`src/inc/gpio_port_consts.vh`:
```
// Offsets, reset values and mode codes for the dual byte port block
`ifndef GPIO_PORT_CONSTS_VH
`define GPIO_PORT_CONSTS_VH

// Register addresses as seen on the register port
`define PORT_A_DATA_ADDR   32'hFFFFF000
`define PORT_B_DATA_ADDR   32'hFFFFF001
`define PORT_A_DIR_ADDR    32'hFFFFF002
`define PORT_STATUS_ADDR   32'hFFFFF003
`define PORT_B_DIR_ADDR    32'hFFFFF004
`define PORT_B_FUNC_ADDR   32'hFFFFF005

// Reset values
`define PORT_A_DATA_RESET  8'h00
`define PORT_B_DATA_RESET  8'h00
`define PORT_A_DIR_RESET   8'h00
`define PORT_B_DIR_RESET   8'h00
`define PORT_B_FUNC_RESET  8'h00
`define READ_IDLE_VALUE    8'h00

// Per-bit mode codes, {function bit, direction bit}
`define MODE_INPUT         2'h0
`define MODE_OUTPUT        2'h1
`define MODE_MUX_AD        2'h2
`define MODE_ADDR_ONLY     2'h3

// Status register field positions
`define STAT_TAKEOVER_BIT  0
`define STAT_WIDE_MUX_BIT  1
`define STAT_WIDE_ADDR_BIT 2
`define STAT_ANY_BUS_BIT   3

`endif

```
`src/verilog/port_byte_mux.v`:
```
// One 8-bit port: per-bit mode decode, pin drivers and read-back selection
`timescale 1ns/10ps
`include "gpio_port_consts.vh"

module port_byte_mux #(
	parameter WIDTH = 8
) (
	input  wire             mclk,
	input  wire             reset_n,
	input  wire [WIDTH-1:0] dir,
	input  wire [WIDTH-1:0] func,
	input  wire [WIDTH-1:0] latch,
	input  wire             takeover,
	input  wire             busActive,
	input  wire             addrPhase,
	input  wire             dataDrive,
	input  wire [WIDTH-1:0] muxAddr,
	input  wire [WIDTH-1:0] addrOnly,
	input  wire [WIDTH-1:0] busData,
	input  wire [WIDTH-1:0] pinIn,
	output reg  [WIDTH-1:0] pinOut,
	output reg  [WIDTH-1:0] pinOe,
	output wire [WIDTH-1:0] readVal,
	output wire [WIDTH-1:0] muxBits,
	output wire [WIDTH-1:0] addrBits
);

	// Effective mode of one bit; a bus takeover forces the muxed role
	function [1:0] bitMode;
		input f;
		input d;
		input take;
		begin
			if (take) begin
				bitMode = `MODE_MUX_AD;
			end else begin
				bitMode = {f, d};
			end
		end
	endfunction

	wire [WIDTH-1:0] next_pinOut;
	wire [WIDTH-1:0] next_pinOe;

	genvar i;
	generate
		for (i = 0; i < WIDTH; i = i + 1) begin : g_bit
			wire [1:0] mode;
			wire [1:0] progMode;
			reg        drv;
			reg        val;
			assign mode     = bitMode(func[i], dir[i], takeover);
			assign progMode = bitMode(func[i], dir[i], 1'b0);
			// Pin role per mode; muxed bits float while the bus is idle
			always @* begin
				drv = 1'b0;
				val = latch[i];
				case (mode)
					`MODE_INPUT: begin
						drv = 1'b0;
					end
					`MODE_OUTPUT: begin
						drv = 1'b1;
					end
					`MODE_MUX_AD: begin
						drv = busActive & (addrPhase | dataDrive);
						val = addrPhase ? muxAddr[i] : busData[i];
					end
					`MODE_ADDR_ONLY: begin
						drv = 1'b1;
						val = addrOnly[i];
					end
					default: begin
						drv = 1'b0;
					end
				endcase
			end
			assign next_pinOut[i] = val;
			assign next_pinOe[i]  = drv;
			// Output bits echo the latch, all others the pin level
			assign readVal[i]  = (progMode == `MODE_OUTPUT) ? latch[i] : pinIn[i];
			assign muxBits[i]  = (progMode == `MODE_MUX_AD);
			assign addrBits[i] = (progMode == `MODE_ADDR_ONLY);
		end
	endgenerate

	// Pin drivers registered so nothing glitches onto the board
	always @(posedge mclk or negedge reset_n) begin
		if (!reset_n) begin
			pinOut <= {WIDTH{1'b0}};
			pinOe  <= {WIDTH{1'b0}};
		end else begin
			pinOut <= next_pinOut;
			pinOe  <= next_pinOe;
		end
	end

endmodule // port_byte_mux

```
`src/verilog/dual_byte_port_bus_mux.v`:
```
// Two byte-wide general-purpose ports with external bus takeover
//
// Behaviour
// - Port A has eight pins, each one's direction set by its own direction bit.
// - A port A direction bit of 0 makes the pin an input and 1 makes it an output.
// - Reset clears every port A direction bit, so all port A pins start as inputs.
// - During an external access port A carries the low address/data byte with no setup.
// - Port A is taken over only during external accesses and otherwise follows its setting.
// - Port B has eight pins whose role comes from a direction bit and a function bit.
// - Port B {function,direction} 00 is input, 01 output, 10 muxed AD high, 11 address only.
// - Reset clears port B latch, direction and function, so all port B pins are inputs.
//
// The address-and-strobe port is this design's own decision.
`timescale 1ns/10ps
`include "gpio_port_consts.vh"

module dual_byte_port_bus_mux #(
	parameter WIDTH = 8
) (
	input  wire               mclk,
	input  wire               reset_n,
	// Register port
	input  wire [31:0]        regAddr,
	input  wire [WIDTH-1:0]   regWdata,
	input  wire               regWrite,
	input  wire               regRead,
	output reg  [WIDTH-1:0]   regRdata,
	// External bus controller side
	input  wire               extAccess,
	input  wire               addrPhase,
	input  wire               dataDrive,
	input  wire [2*WIDTH-1:0] busAddr,
	input  wire [2*WIDTH-1:0] busWdata,
	output reg  [2*WIDTH-1:0] busRdata,
	// Port A pins
	input  wire [WIDTH-1:0]   portAIn,
	output wire [WIDTH-1:0]   portAOut,
	output wire [WIDTH-1:0]   portAOe,
	// Port B pins
	input  wire [WIDTH-1:0]   portBIn,
	output wire [WIDTH-1:0]   portBOut,
	output wire [WIDTH-1:0]   portBOe
);

	// Software-visible state
	reg  [WIDTH-1:0] portALatch;
	reg  [WIDTH-1:0] portBLatch;
	reg  [WIDTH-1:0] portADir;
	reg  [WIDTH-1:0] portBDir;
	reg  [WIDTH-1:0] portBFunc;

	// Next values of the software-visible state
	reg  [WIDTH-1:0] next_portALatch;
	reg  [WIDTH-1:0] next_portBLatch;
	reg  [WIDTH-1:0] next_portADir;
	reg  [WIDTH-1:0] next_portBDir;
	reg  [WIDTH-1:0] next_portBFunc;

	// Read-back and mode views from the port cells
	wire [WIDTH-1:0] portARead;
	wire [WIDTH-1:0] portBRead;
	wire [WIDTH-1:0] portBMuxBits;
	wire [WIDTH-1:0] portBAddrBits;

	// Bus address and data split into bytes
	wire [WIDTH-1:0] addrLow;
	wire [WIDTH-1:0] addrHigh;
	wire [WIDTH-1:0] dataLow;
	wire [WIDTH-1:0] dataHigh;

	// Decoded strobes
	wire             wrADataHit;
	wire             wrBDataHit;
	wire             wrADirHit;
	wire             wrBDirHit;
	wire             wrBFuncHit;

	// Slots of the one-hot register select; the status slot sits between
	// the two direction registers just as its address does
	localparam SEL_A_DATA = 0;
	localparam SEL_B_DATA = 1;
	localparam SEL_A_DIR  = 2;
	localparam SEL_STATUS = 3;
	localparam SEL_B_DIR  = 4;
	localparam SEL_B_FUNC = 5;
	localparam SEL_COUNT  = 6;

	// Register select, then qualified by each strobe
	wire [SEL_COUNT-1:0] addrSel;
	wire [SEL_COUNT-1:0] wrSel;
	wire [SEL_COUNT-1:0] rdSel;
	wire                 rdCtrlHit;

	// Status view and its fields
	wire             statusAllMux;
	wire             statusAllAddr;
	wire             statusAnyBus;
	reg  [WIDTH-1:0] statusView;

	// Read path
	reg  [WIDTH-1:0] next_regRdata;

	// Bus read capture, one lane per port
	wire             captureNow;
	wire [WIDTH-1:0] captureHigh;
	reg  [WIDTH-1:0] next_busRdataLow;
	reg  [WIDTH-1:0] next_busRdataHigh;

	// Single address comparison, used by every decode below
	function hit;
		input [31:0] addr;
		input [31:0] target;
		begin
			hit = (addr == target);
		end
	endfunction

	// Full decode to one select line per register; an unmapped address
	// raises no line, so its write is dropped and its read gives zero
	function [SEL_COUNT-1:0] decodeSel;
		input [31:0] addr;
		begin
			decodeSel             = {SEL_COUNT{1'b0}};
			decodeSel[SEL_A_DATA] = hit(addr, `PORT_A_DATA_ADDR);
			decodeSel[SEL_B_DATA] = hit(addr, `PORT_B_DATA_ADDR);
			decodeSel[SEL_A_DIR]  = hit(addr, `PORT_A_DIR_ADDR);
			decodeSel[SEL_STATUS] = hit(addr, `PORT_STATUS_ADDR);
			decodeSel[SEL_B_DIR]  = hit(addr, `PORT_B_DIR_ADDR);
			decodeSel[SEL_B_FUNC] = hit(addr, `PORT_B_FUNC_ADDR);
		end
	endfunction

	// Byte lanes of the external address and write data
	assign addrLow  = busAddr[WIDTH-1:0];
	assign addrHigh = busAddr[2*WIDTH-1:WIDTH];
	assign dataLow  = busWdata[WIDTH-1:0];
	assign dataHigh = busWdata[2*WIDTH-1:WIDTH];

	// One decode shared by the write and read paths
	assign addrSel   = decodeSel(regAddr);
	assign wrSel     = addrSel & {SEL_COUNT{regWrite}};
	assign rdSel     = addrSel & {SEL_COUNT{regRead}};
	assign rdCtrlHit = rdSel[SEL_A_DIR] | rdSel[SEL_B_DIR] | rdSel[SEL_B_FUNC];

	// Write decode; a write never needs more than one cycle
	assign wrADataHit = wrSel[SEL_A_DATA];
	assign wrBDataHit = wrSel[SEL_B_DATA];
	assign wrADirHit  = wrSel[SEL_A_DIR];
	assign wrBDirHit  = wrSel[SEL_B_DIR];
	assign wrBFuncHit = wrSel[SEL_B_FUNC];

	// Next register values; each holds unless its own strobe hits, so a
	// write to one register can never disturb another
	always @* begin
		next_portALatch = portALatch;
		next_portBLatch = portBLatch;
		next_portADir   = portADir;
		next_portBDir   = portBDir;
		next_portBFunc  = portBFunc;
		if (wrADataHit) begin
			next_portALatch = regWdata;
		end
		if (wrBDataHit) begin
			next_portBLatch = regWdata;
		end
		if (wrADirHit) begin
			next_portADir = regWdata;
		end
		if (wrBDirHit) begin
			next_portBDir = regWdata;
		end
		if (wrBFuncHit) begin
			next_portBFunc = regWdata;
		end
	end

	// Port A output latch; writes land here even while the bus owns the pins
	always @(posedge mclk or negedge reset_n) begin
		if (!reset_n) begin
			portALatch <= `PORT_A_DATA_RESET;
		end else begin
			portALatch <= next_portALatch;
		end
	end

	// Port B output latch
	always @(posedge mclk or negedge reset_n) begin
		if (!reset_n) begin
			portBLatch <= `PORT_B_DATA_RESET;
		end else begin
			portBLatch <= next_portBLatch;
		end
	end

	// Port A direction, one bit per pin, all inputs out of reset
	always @(posedge mclk or negedge reset_n) begin
		if (!reset_n) begin
			portADir <= `PORT_A_DIR_RESET;
		end else begin
			portADir <= next_portADir;
		end
	end

	// Port B direction
	always @(posedge mclk or negedge reset_n) begin
		if (!reset_n) begin
			portBDir <= `PORT_B_DIR_RESET;
		end else begin
			portBDir <= next_portBDir;
		end
	end

	// Port B function; only software changes it, the bus never does
	always @(posedge mclk or negedge reset_n) begin
		if (!reset_n) begin
			portBFunc <= `PORT_B_FUNC_RESET;
		end else begin
			portBFunc <= next_portBFunc;
		end
	end

	// Port A cell: the takeover line forces every bit onto the low AD byte
	// only while an external access is under way, whatever the direction bits say
	port_byte_mux #(
		.WIDTH     (WIDTH)
	) u_portA (
		.mclk      (mclk),
		.reset_n   (reset_n),
		.dir       (portADir),
		.func      ({WIDTH{1'b0}}),
		.latch     (portALatch),
		.takeover  (extAccess),
		.busActive (extAccess),
		.addrPhase (addrPhase),
		.dataDrive (dataDrive),
		.muxAddr   (addrLow),
		.addrOnly  (addrLow),
		.busData   (dataLow),
		.pinIn     (portAIn),
		.pinOut    (portAOut),
		.pinOe     (portAOe),
		.readVal   (portARead),
		.muxBits   (),
		.addrBits  ()
	);

	// Port B cell: no takeover, roles come only from function and direction
	port_byte_mux #(
		.WIDTH     (WIDTH)
	) u_portB (
		.mclk      (mclk),
		.reset_n   (reset_n),
		.dir       (portBDir),
		.func      (portBFunc),
		.latch     (portBLatch),
		.takeover  (1'b0),
		.busActive (extAccess),
		.addrPhase (addrPhase),
		.dataDrive (dataDrive),
		.muxAddr   (addrHigh),
		.addrOnly  (addrHigh),
		.busData   (dataHigh),
		.pinIn     (portBIn),
		.pinOut    (portBOut),
		.pinOe     (portBOe),
		.readVal   (portBRead),
		.muxBits   (portBMuxBits),
		.addrBits  (portBAddrBits)
	);

	// Status fields: whole-port bus modes and any bus mode at all
	assign statusAllMux  = &portBMuxBits;
	assign statusAllAddr = &portBAddrBits;
	assign statusAnyBus  = (|portBMuxBits) | (|portBAddrBits);

	// Status: lets software check the wide bus setup before using it;
	// unused positions read as zero
	always @* begin
		statusView                      = {WIDTH{1'b0}};
		statusView[`STAT_TAKEOVER_BIT]  = extAccess;
		statusView[`STAT_WIDE_MUX_BIT]  = statusAllMux;
		statusView[`STAT_WIDE_ADDR_BIT] = statusAllAddr;
		statusView[`STAT_ANY_BUS_BIT]   = statusAnyBus;
	end

	// Read multiplexer; control registers read as zero since they are write-only
	always @* begin
		next_regRdata = `READ_IDLE_VALUE;
		if (rdSel[SEL_A_DATA]) begin
			next_regRdata = portARead;
		end else if (rdSel[SEL_B_DATA]) begin
			next_regRdata = portBRead;
		end else if (rdSel[SEL_STATUS]) begin
			next_regRdata = statusView;
		end else if (rdCtrlHit) begin
			next_regRdata = `READ_IDLE_VALUE;
		end else begin
			next_regRdata = `READ_IDLE_VALUE;
		end
	end

	// Read data stands only in the cycle after the strobe
	always @(posedge mclk or negedge reset_n) begin
		if (!reset_n) begin
			regRdata <= `READ_IDLE_VALUE;
		end else begin
			regRdata <= next_regRdata;
		end
	end

	// Bus read data is caught in the data phase when nobody drives the pins;
	// the high byte only counts where port B carries muxed AD
	assign captureNow  = extAccess & ~addrPhase & ~dataDrive;
	assign captureHigh = portBIn & portBMuxBits;

	// Low lane follows port A on every capture
	always @* begin
		next_busRdataLow = busRdata[WIDTH-1:0];
		if (captureNow) begin
			next_busRdataLow = portAIn;
		end
	end

	// High lane keeps only the bits that port B carries as muxed AD
	always @* begin
		next_busRdataHigh = busRdata[2*WIDTH-1:WIDTH];
		if (captureNow) begin
			next_busRdataHigh = captureHigh;
		end
	end

	// Held until the next capture so the controller may take it late
	always @(posedge mclk or negedge reset_n) begin
		if (!reset_n) begin
			busRdata <= {(2*WIDTH){1'b0}};
		end else begin
			busRdata <= {next_busRdataHigh, next_busRdataLow};
		end
	end

endmodule // dual_byte_port_bus_mux

```
`config.mk`:
```
export PLATFORM = sky130hd
export DESIGN_NAME = dual_byte_port_bus_mux
export DESIGN_NICKNAME = d
export VERILOG_FILES = /design/src/verilog/port_byte_mux.v /design/src/verilog/dual_byte_port_bus_mux.v
export VERILOG_INCLUDE_DIRS = /design/src /design/src/inc
export SDC_FILE = /design/constraint.sdc
export NUM_CORES = 1
export LEC_CHECK = 0
export BUFFER_PORTS_ARGS = -buffer_cell sky130_fd_sc_hd__buf_4
export CAP_MARGIN = 0
export CORE_AREA = 4 4 94 96
export DETAILED_ROUTE_END_ITERATION = 10
export DIE_AREA = 0 0 98 100
export PLACE_DENSITY_LB_ADDON = 0.1
export SYNTH_ARGS = -nofsm -noshare
export SYNTH_HDL_FRONTEND = slang
export SYNTH_SLANG_ARGS = --single-unit
```
`constraint.sdc`:
```
create_clock -name mclk -period 2.7 [get_ports mclk]
set_input_delay 0.81 -clock mclk [delete_from_list [all_inputs] [get_ports mclk]]
set_output_delay 0.81 -clock mclk [all_outputs]
set_load 0.03 [all_outputs]
```
* Word-level counts from Yosys, hierarchy flattened
Index checks and enable logic that the tools add are counted.
** Storage, ports and cells
- ROM bits :: 0
- Bits in latches :: 0
- Output and inout bits :: 56
- Memories kept :: 0
- Register bits :: 96
- RAM bits :: 0
** Operators by class
- Div/mod/pow operators :: 0
- Bitwise gates (word level) :: 10
- Equal/unequal tests :: 54
- Mux-type cells :: 75
- $lt $le $gt $ge :: 0
- $add $sub $neg :: 0
- Reductions and logical operators :: 36
- Multipliers :: 0
- Shift operators :: 0
** Operators by type and width (count)
- 32-bit == test (second input constant) :: 6
- 2-bit == test (second input constant) :: 32
- 1-bit one-hot mux with 3 select lines :: 16
- 2-bit by 1-bit == test with 1-bit output (second input constant) :: 16
- 2-bit logical NOT :: 16
- 1-bit 2-to-1 mux :: 32
- 1-bit one-hot mux with 2 select lines :: 16
- 2-bit OR reduction :: 16
- 2-bit 2-to-1 mux :: 8
- 8-bit 2-to-1 mux :: 2
- 8-bit AND reduction :: 2
- 8-bit OR reduction :: 2
- 8-bit bitwise AND :: 1
- 6-bit bitwise AND :: 1
- 4-bit bitwise AND :: 1
- 4-bit 2-to-1 mux :: 1
- 1-bit bitwise AND :: 3
- 1-bit NOT :: 2
- 1-bit bitwise OR :: 2

* Longest topological paths before layout
- Depth after elaboration :: 6
- Depth in mapped cells :: 6
- Mapped depth without buffers :: 4

* Hierarchy
A second synthesis with hierarchy kept.
** Second synthesis, totals
- Cell total of the unflattened synthesis :: 465
- Area total of the unflattened synthesis :: 4929.7 um2
** Modules (own cells, without submodules)
- dual_byte_port_bus_mux :: seq. area each 1601.5 um2, area each 2775.2 um2, times used 1, cells each 203
- port_byte_mux :: seq. area each 400.4 um2, area each 1077.3 um2, times used 2, cells each 131

* Worst setup path after synthesis
No wires, ideal clock.
- Path type :: input-to-reg
- From :: input port regAddr[5]
- To :: register portADir[0]
- Stages on the path :: 4
- Data arrival time :: 2.398 ns
- Data required time :: 2.575 ns
- Slack :: 0.178 ns
- Cells stage by stage :: or4_1 > nor4_4 > nand4_2 > mux2_2
** Between the ends
- Word-level cells in the longest chain between the ends :: 2
** RTL lines
- start: declaration :: line dual_byte_port_bus_mux.v:23 : input wire [31:0] regAddr,
- 32-bit == test :: line dual_byte_port_bus_mux.v:114 : hit = (addr == target);
- 6-bit bitwise AND :: line dual_byte_port_bus_mux.v:141 : assign wrSel = addrSel & {SEL_COUNT{regWrite}};
- end signal: assignment :: line dual_byte_port_bus_mux.v:198 : portADir <= `PORT_A_DIR_RESET;
- end signal: assignment :: line dual_byte_port_bus_mux.v:200 : portADir <= next_portADir;
- end: declaration :: line dual_byte_port_bus_mux.v:48 : reg [WIDTH-1:0] portADir;
Every way passes these cells.
A chain may end at the register's enable or synchronous reset.

* Final worst setup path
- From :: input port regAddr[5]
- To :: register portBLatch[5]
** Between the ends
- Word-level cells in the longest chain between the ends :: 2
** RTL lines
- 32-bit == test :: line dual_byte_port_bus_mux.v:114
- 6-bit bitwise AND :: line dual_byte_port_bus_mux.v:141
- end signal: assignment :: line dual_byte_port_bus_mux.v:189 : portBLatch <= `PORT_B_DATA_RESET;
- end signal: assignment :: line dual_byte_port_bus_mux.v:191 : portBLatch <= next_portBLatch;
- end: declaration :: line dual_byte_port_bus_mux.v:47 : reg [WIDTH-1:0] portBLatch;
Every way passes these cells.

==> results.cfg <==
[yosys]
synth_seq_cells = 96
postSynth.asyncResetShare_pct = 100
synth_enable_flop_cells = 0
synth-seq-area-share_pct = 57.6
synth-main-ff-cell = dfrtp_1
synth_area_leaders = dfrtp_1 (58%), mux2_2 (14%), mux2i_1 (6.5%)
most_frequent_cells_after_synthesis = dfrtp_1 (96), mux2_2 (51), nor2_1 (32)
post_synth_net_total = 427
synthesis.yosys.warnings = 0
synth_cells = 332
synthesis.area_um2 = 4170
synthMostInstantiatedCell = dfrtp_1
synth.distinct_cells = 32
syn_avg_cell_area_um2 = 12.6
cell_type_with_the_largest_total_area_after_synthesis = dfrtp_1
synth_top_area_share_pct = 57.6

[pwr]
share_comb_of_total_power_pct = 14.8
clock_power_share_pct = 30.9
power.ir.vdd_worst_uv = 325
pd_cells_nw_per_um2 = 487
seq_power_share_pct = 54.2
netSwitchingPower_uw = 717
power.leakage_nw = 2.93
power.internal_mw = 2.03
netSwitchingFraction_pct = 26.1
post-layout-total-power_mw = 2.75

[sta]
clock_skew_ns = 0.00821
timing.final.crit_period_ns = 2.33
setup-violations-final = 0
postLayoutSetupSlackWorst_ns = 0.371
timing_max_transition_violations_final = 0
final_total_negative_setup_slack_ns = 0
tightestPinTransition_ns = 0.484
timing.max_slew.rel_slack_pct = 66.9
timing.final.crit_share_pct = 86.3
unrepaired_setup_endpoints_after_global_routing = no
achievable-frequency_mhz = 429
report.final.hold_viol_count = 0

[floorplan]
design.die.area_um2 = 9800
placement_rows = 33
pin_count = 151
floorplan.initialDensity_pct = 51.8
core_area_um2 = 8050
die_w_um = 98
die_height_um = 100

[placed_design]
port-buffer-count = 150
place_congestion = 0.874
dp_worst_setup_slack_ns = -0.00778
post_detailed_placement_half_perimeter_wirelength_mm = 8.17

[cells_and_area]
synthToLayoutAreaGrowth_pct = 35.2
design.final.nets = 587
multi_input_gate_area_in_the_final_layout_um2 = 1740
antenna_cells = 0
layout-drive-gt1-share_pct = 46.3
area.sequential_um2 = 2400
filler_cell_count = 605

[drt]
drt-wirelength-per-cell_um = 18.0
route.detailed.drc = 0
antenna_left = 0
post_drt_via_cell_ratio = 5.36
detail_route.wirelength_mm = 10.8
drt_iter0_markers = 117
drtPass1Iterations = 4
via_count = 3224

[global_routing]
gr-total-overflow = 0
grtUsageMet1_pct = 27.8
first_global_vias = 3409
global_route.usage.total_pct = 22.8
global_route.peak_usage_layer = met2
met2_usage_pct = 40.7
grt_pass1_wl_mm = 17.4
antenna_violations_before_repair = 0
grt_start_max_net_pins = 61
grtUsageMet3_pct = 4.38

[cts]
clock_tree.root_cell = clkbuf_8
cts_max_level = 3
cts_sinks = 96
cts_setup_buffers = 0
cts_hold_buf = 0
clkSlewWorstSetupHoldPaths_ns = 0.09
clk_latency_ns = 0.36
clockBufferDepth = 2
cts_tree = yes
cts_made_buffers = 9
post_cts_resized = 0

[worst_setup_path]
most_numerous_cell_on_the_critical_path = buf_4
timing.critical_path.cells = buf_4 > or4_1 > nor4_4 > buf_4 > nand4_2 > mux2_2
worstSetupStartpointType = input pin
slowest_delay_ns = 0.57
crit_arrival_ns = 2.57
crit_type = in -> reg
worst_endpoint_required_time_ns = 2.94
endpoint_kind = flop
cp_top_family = simple AND/OR/NAND/NOR gates
critical_path.max_fanout = 8
critical_path_s_slowest_cell = or4_1
crit_buf_inv = 2

[worst_hold_path]
kind_of_path_behind_the_tightest_hold_check = in -> async

[run_status]
run_status = complete, no violations

[flow_run]
drv.max_cap_violation_count = 0
kinds of logic after synthesis:
family                 synth area share [%]
multiplexers                           20.2
AND/OR/NAND/NOR                        12.5
buffers and inverters                 0.810
flip-flops                             57.6
AO/OA/AOI/OAI                          8.88
power groups by stage:
stage | Clock [mW] | Sequential [mW] | Combinational [mW]
3_5_place_dp | 0 | 1.52 | 0.415
4_1_cts | 0.872 | 1.49 | 0.415
3_3_place_gp | 0 | 1.52 | 0.407
6_report | 0.849 | 1.49 | 0.408
5_1_grt | 0.930 | 1.50 | 0.440
2_1_floorplan | 0 | 1.60 | 0.0915
stage by stage:
| step | std cells | hold slack (ns) | instance area (µm²) | util, % |
|---|---|---|---|---|
| after floorplan | 332 | 0.475 | 4170 | - |
| after global placement | 586 | 0.468 | 5470 | 67.9 |
| after detailed placement | 586 | 0.471 | 5470 | 67.9 |
| after CTS | 602 | 0.409 | 5640 | 70.1 |
| after global routing | 602 | 0.428 | 5640 | 70.1 |
| final | 602 | 0.405 | 5640 | 70.1 |
sequential cells by signal (all words and copies together), names as in the netlist:
signal / cells
busRdata: 16
portADir: 8
portALatch: 8
portBDir: 8
portBFunc: 8
portBLatch: 8
regRdata: 8
u_portA.pinOe: 8
u_portA.pinOut: 8
u_portB.pinOe: 8
u_portB.pinOut: 8
per-layer routing:
metal	up-vias	wire, µm	part of all wire [%]
li1	1531	-	-
met1	1570	4420	41
met2	112	5590	52
met3	11	671	6.2
met4	0	125	1.2
met5	-	0	0
layout by cell type, fill, tap and decap left out, drive strengths merged, types with 9 or more instances in the layout:
| master | count |
|---|---|
| mux2i | 27 |
| nand2 | 18 |
| nor2b | 10 |
| nand4 | 14 |
| o21a | 9 |
| nor2 | 32 |
| mux2 | 51 |
| clkbuf | 12 |
| a21oi | 16 |
| dfrtp | 96 |
| buf | 158 |
area by class of cell:
| class | instances | share of cell area, % |
|---|---|---|
| Clock inverter | 4 | 0.510 |
| Timing Repair Buffer | 158 | 21.2 |
| Clock buffer | 12 | 2.57 |
| Sequential cell | 96 | 42.6 |
| Tap cell | 105 | 2.33 |
| Multi-Input combinational cell | 227 | 30.8 |
worst reg2reg max path: cells and delay by family (launching register included):
kind,cells,cell delay (ns)
AND/OR/NAND/NOR,3,0.67
flip-flops,1,0.53
AO/OA/AOI/OAI,1,0.31
final timing paths:
kind	depth (start not counted)	slack [ns]	startpoint	endpoint
max in group asynchronous	2	1.63	reset_n	portALatch[5]
hold reg to reg	2	0.49	busRdata[12]	busRdata[12]
setup / recovery	6	0.37	regAddr[5]	portBLatch[5]
hold / removal	1	0.40	reset_n	u_portB.pinOut[3]
setup reg to reg	4	1.07	portBFunc[6]	regRdata[1]
min in group mclk	2	0.49	busRdata[12]	busRdata[12]
No activity file was read; power rests on OpenSTA's default activity.
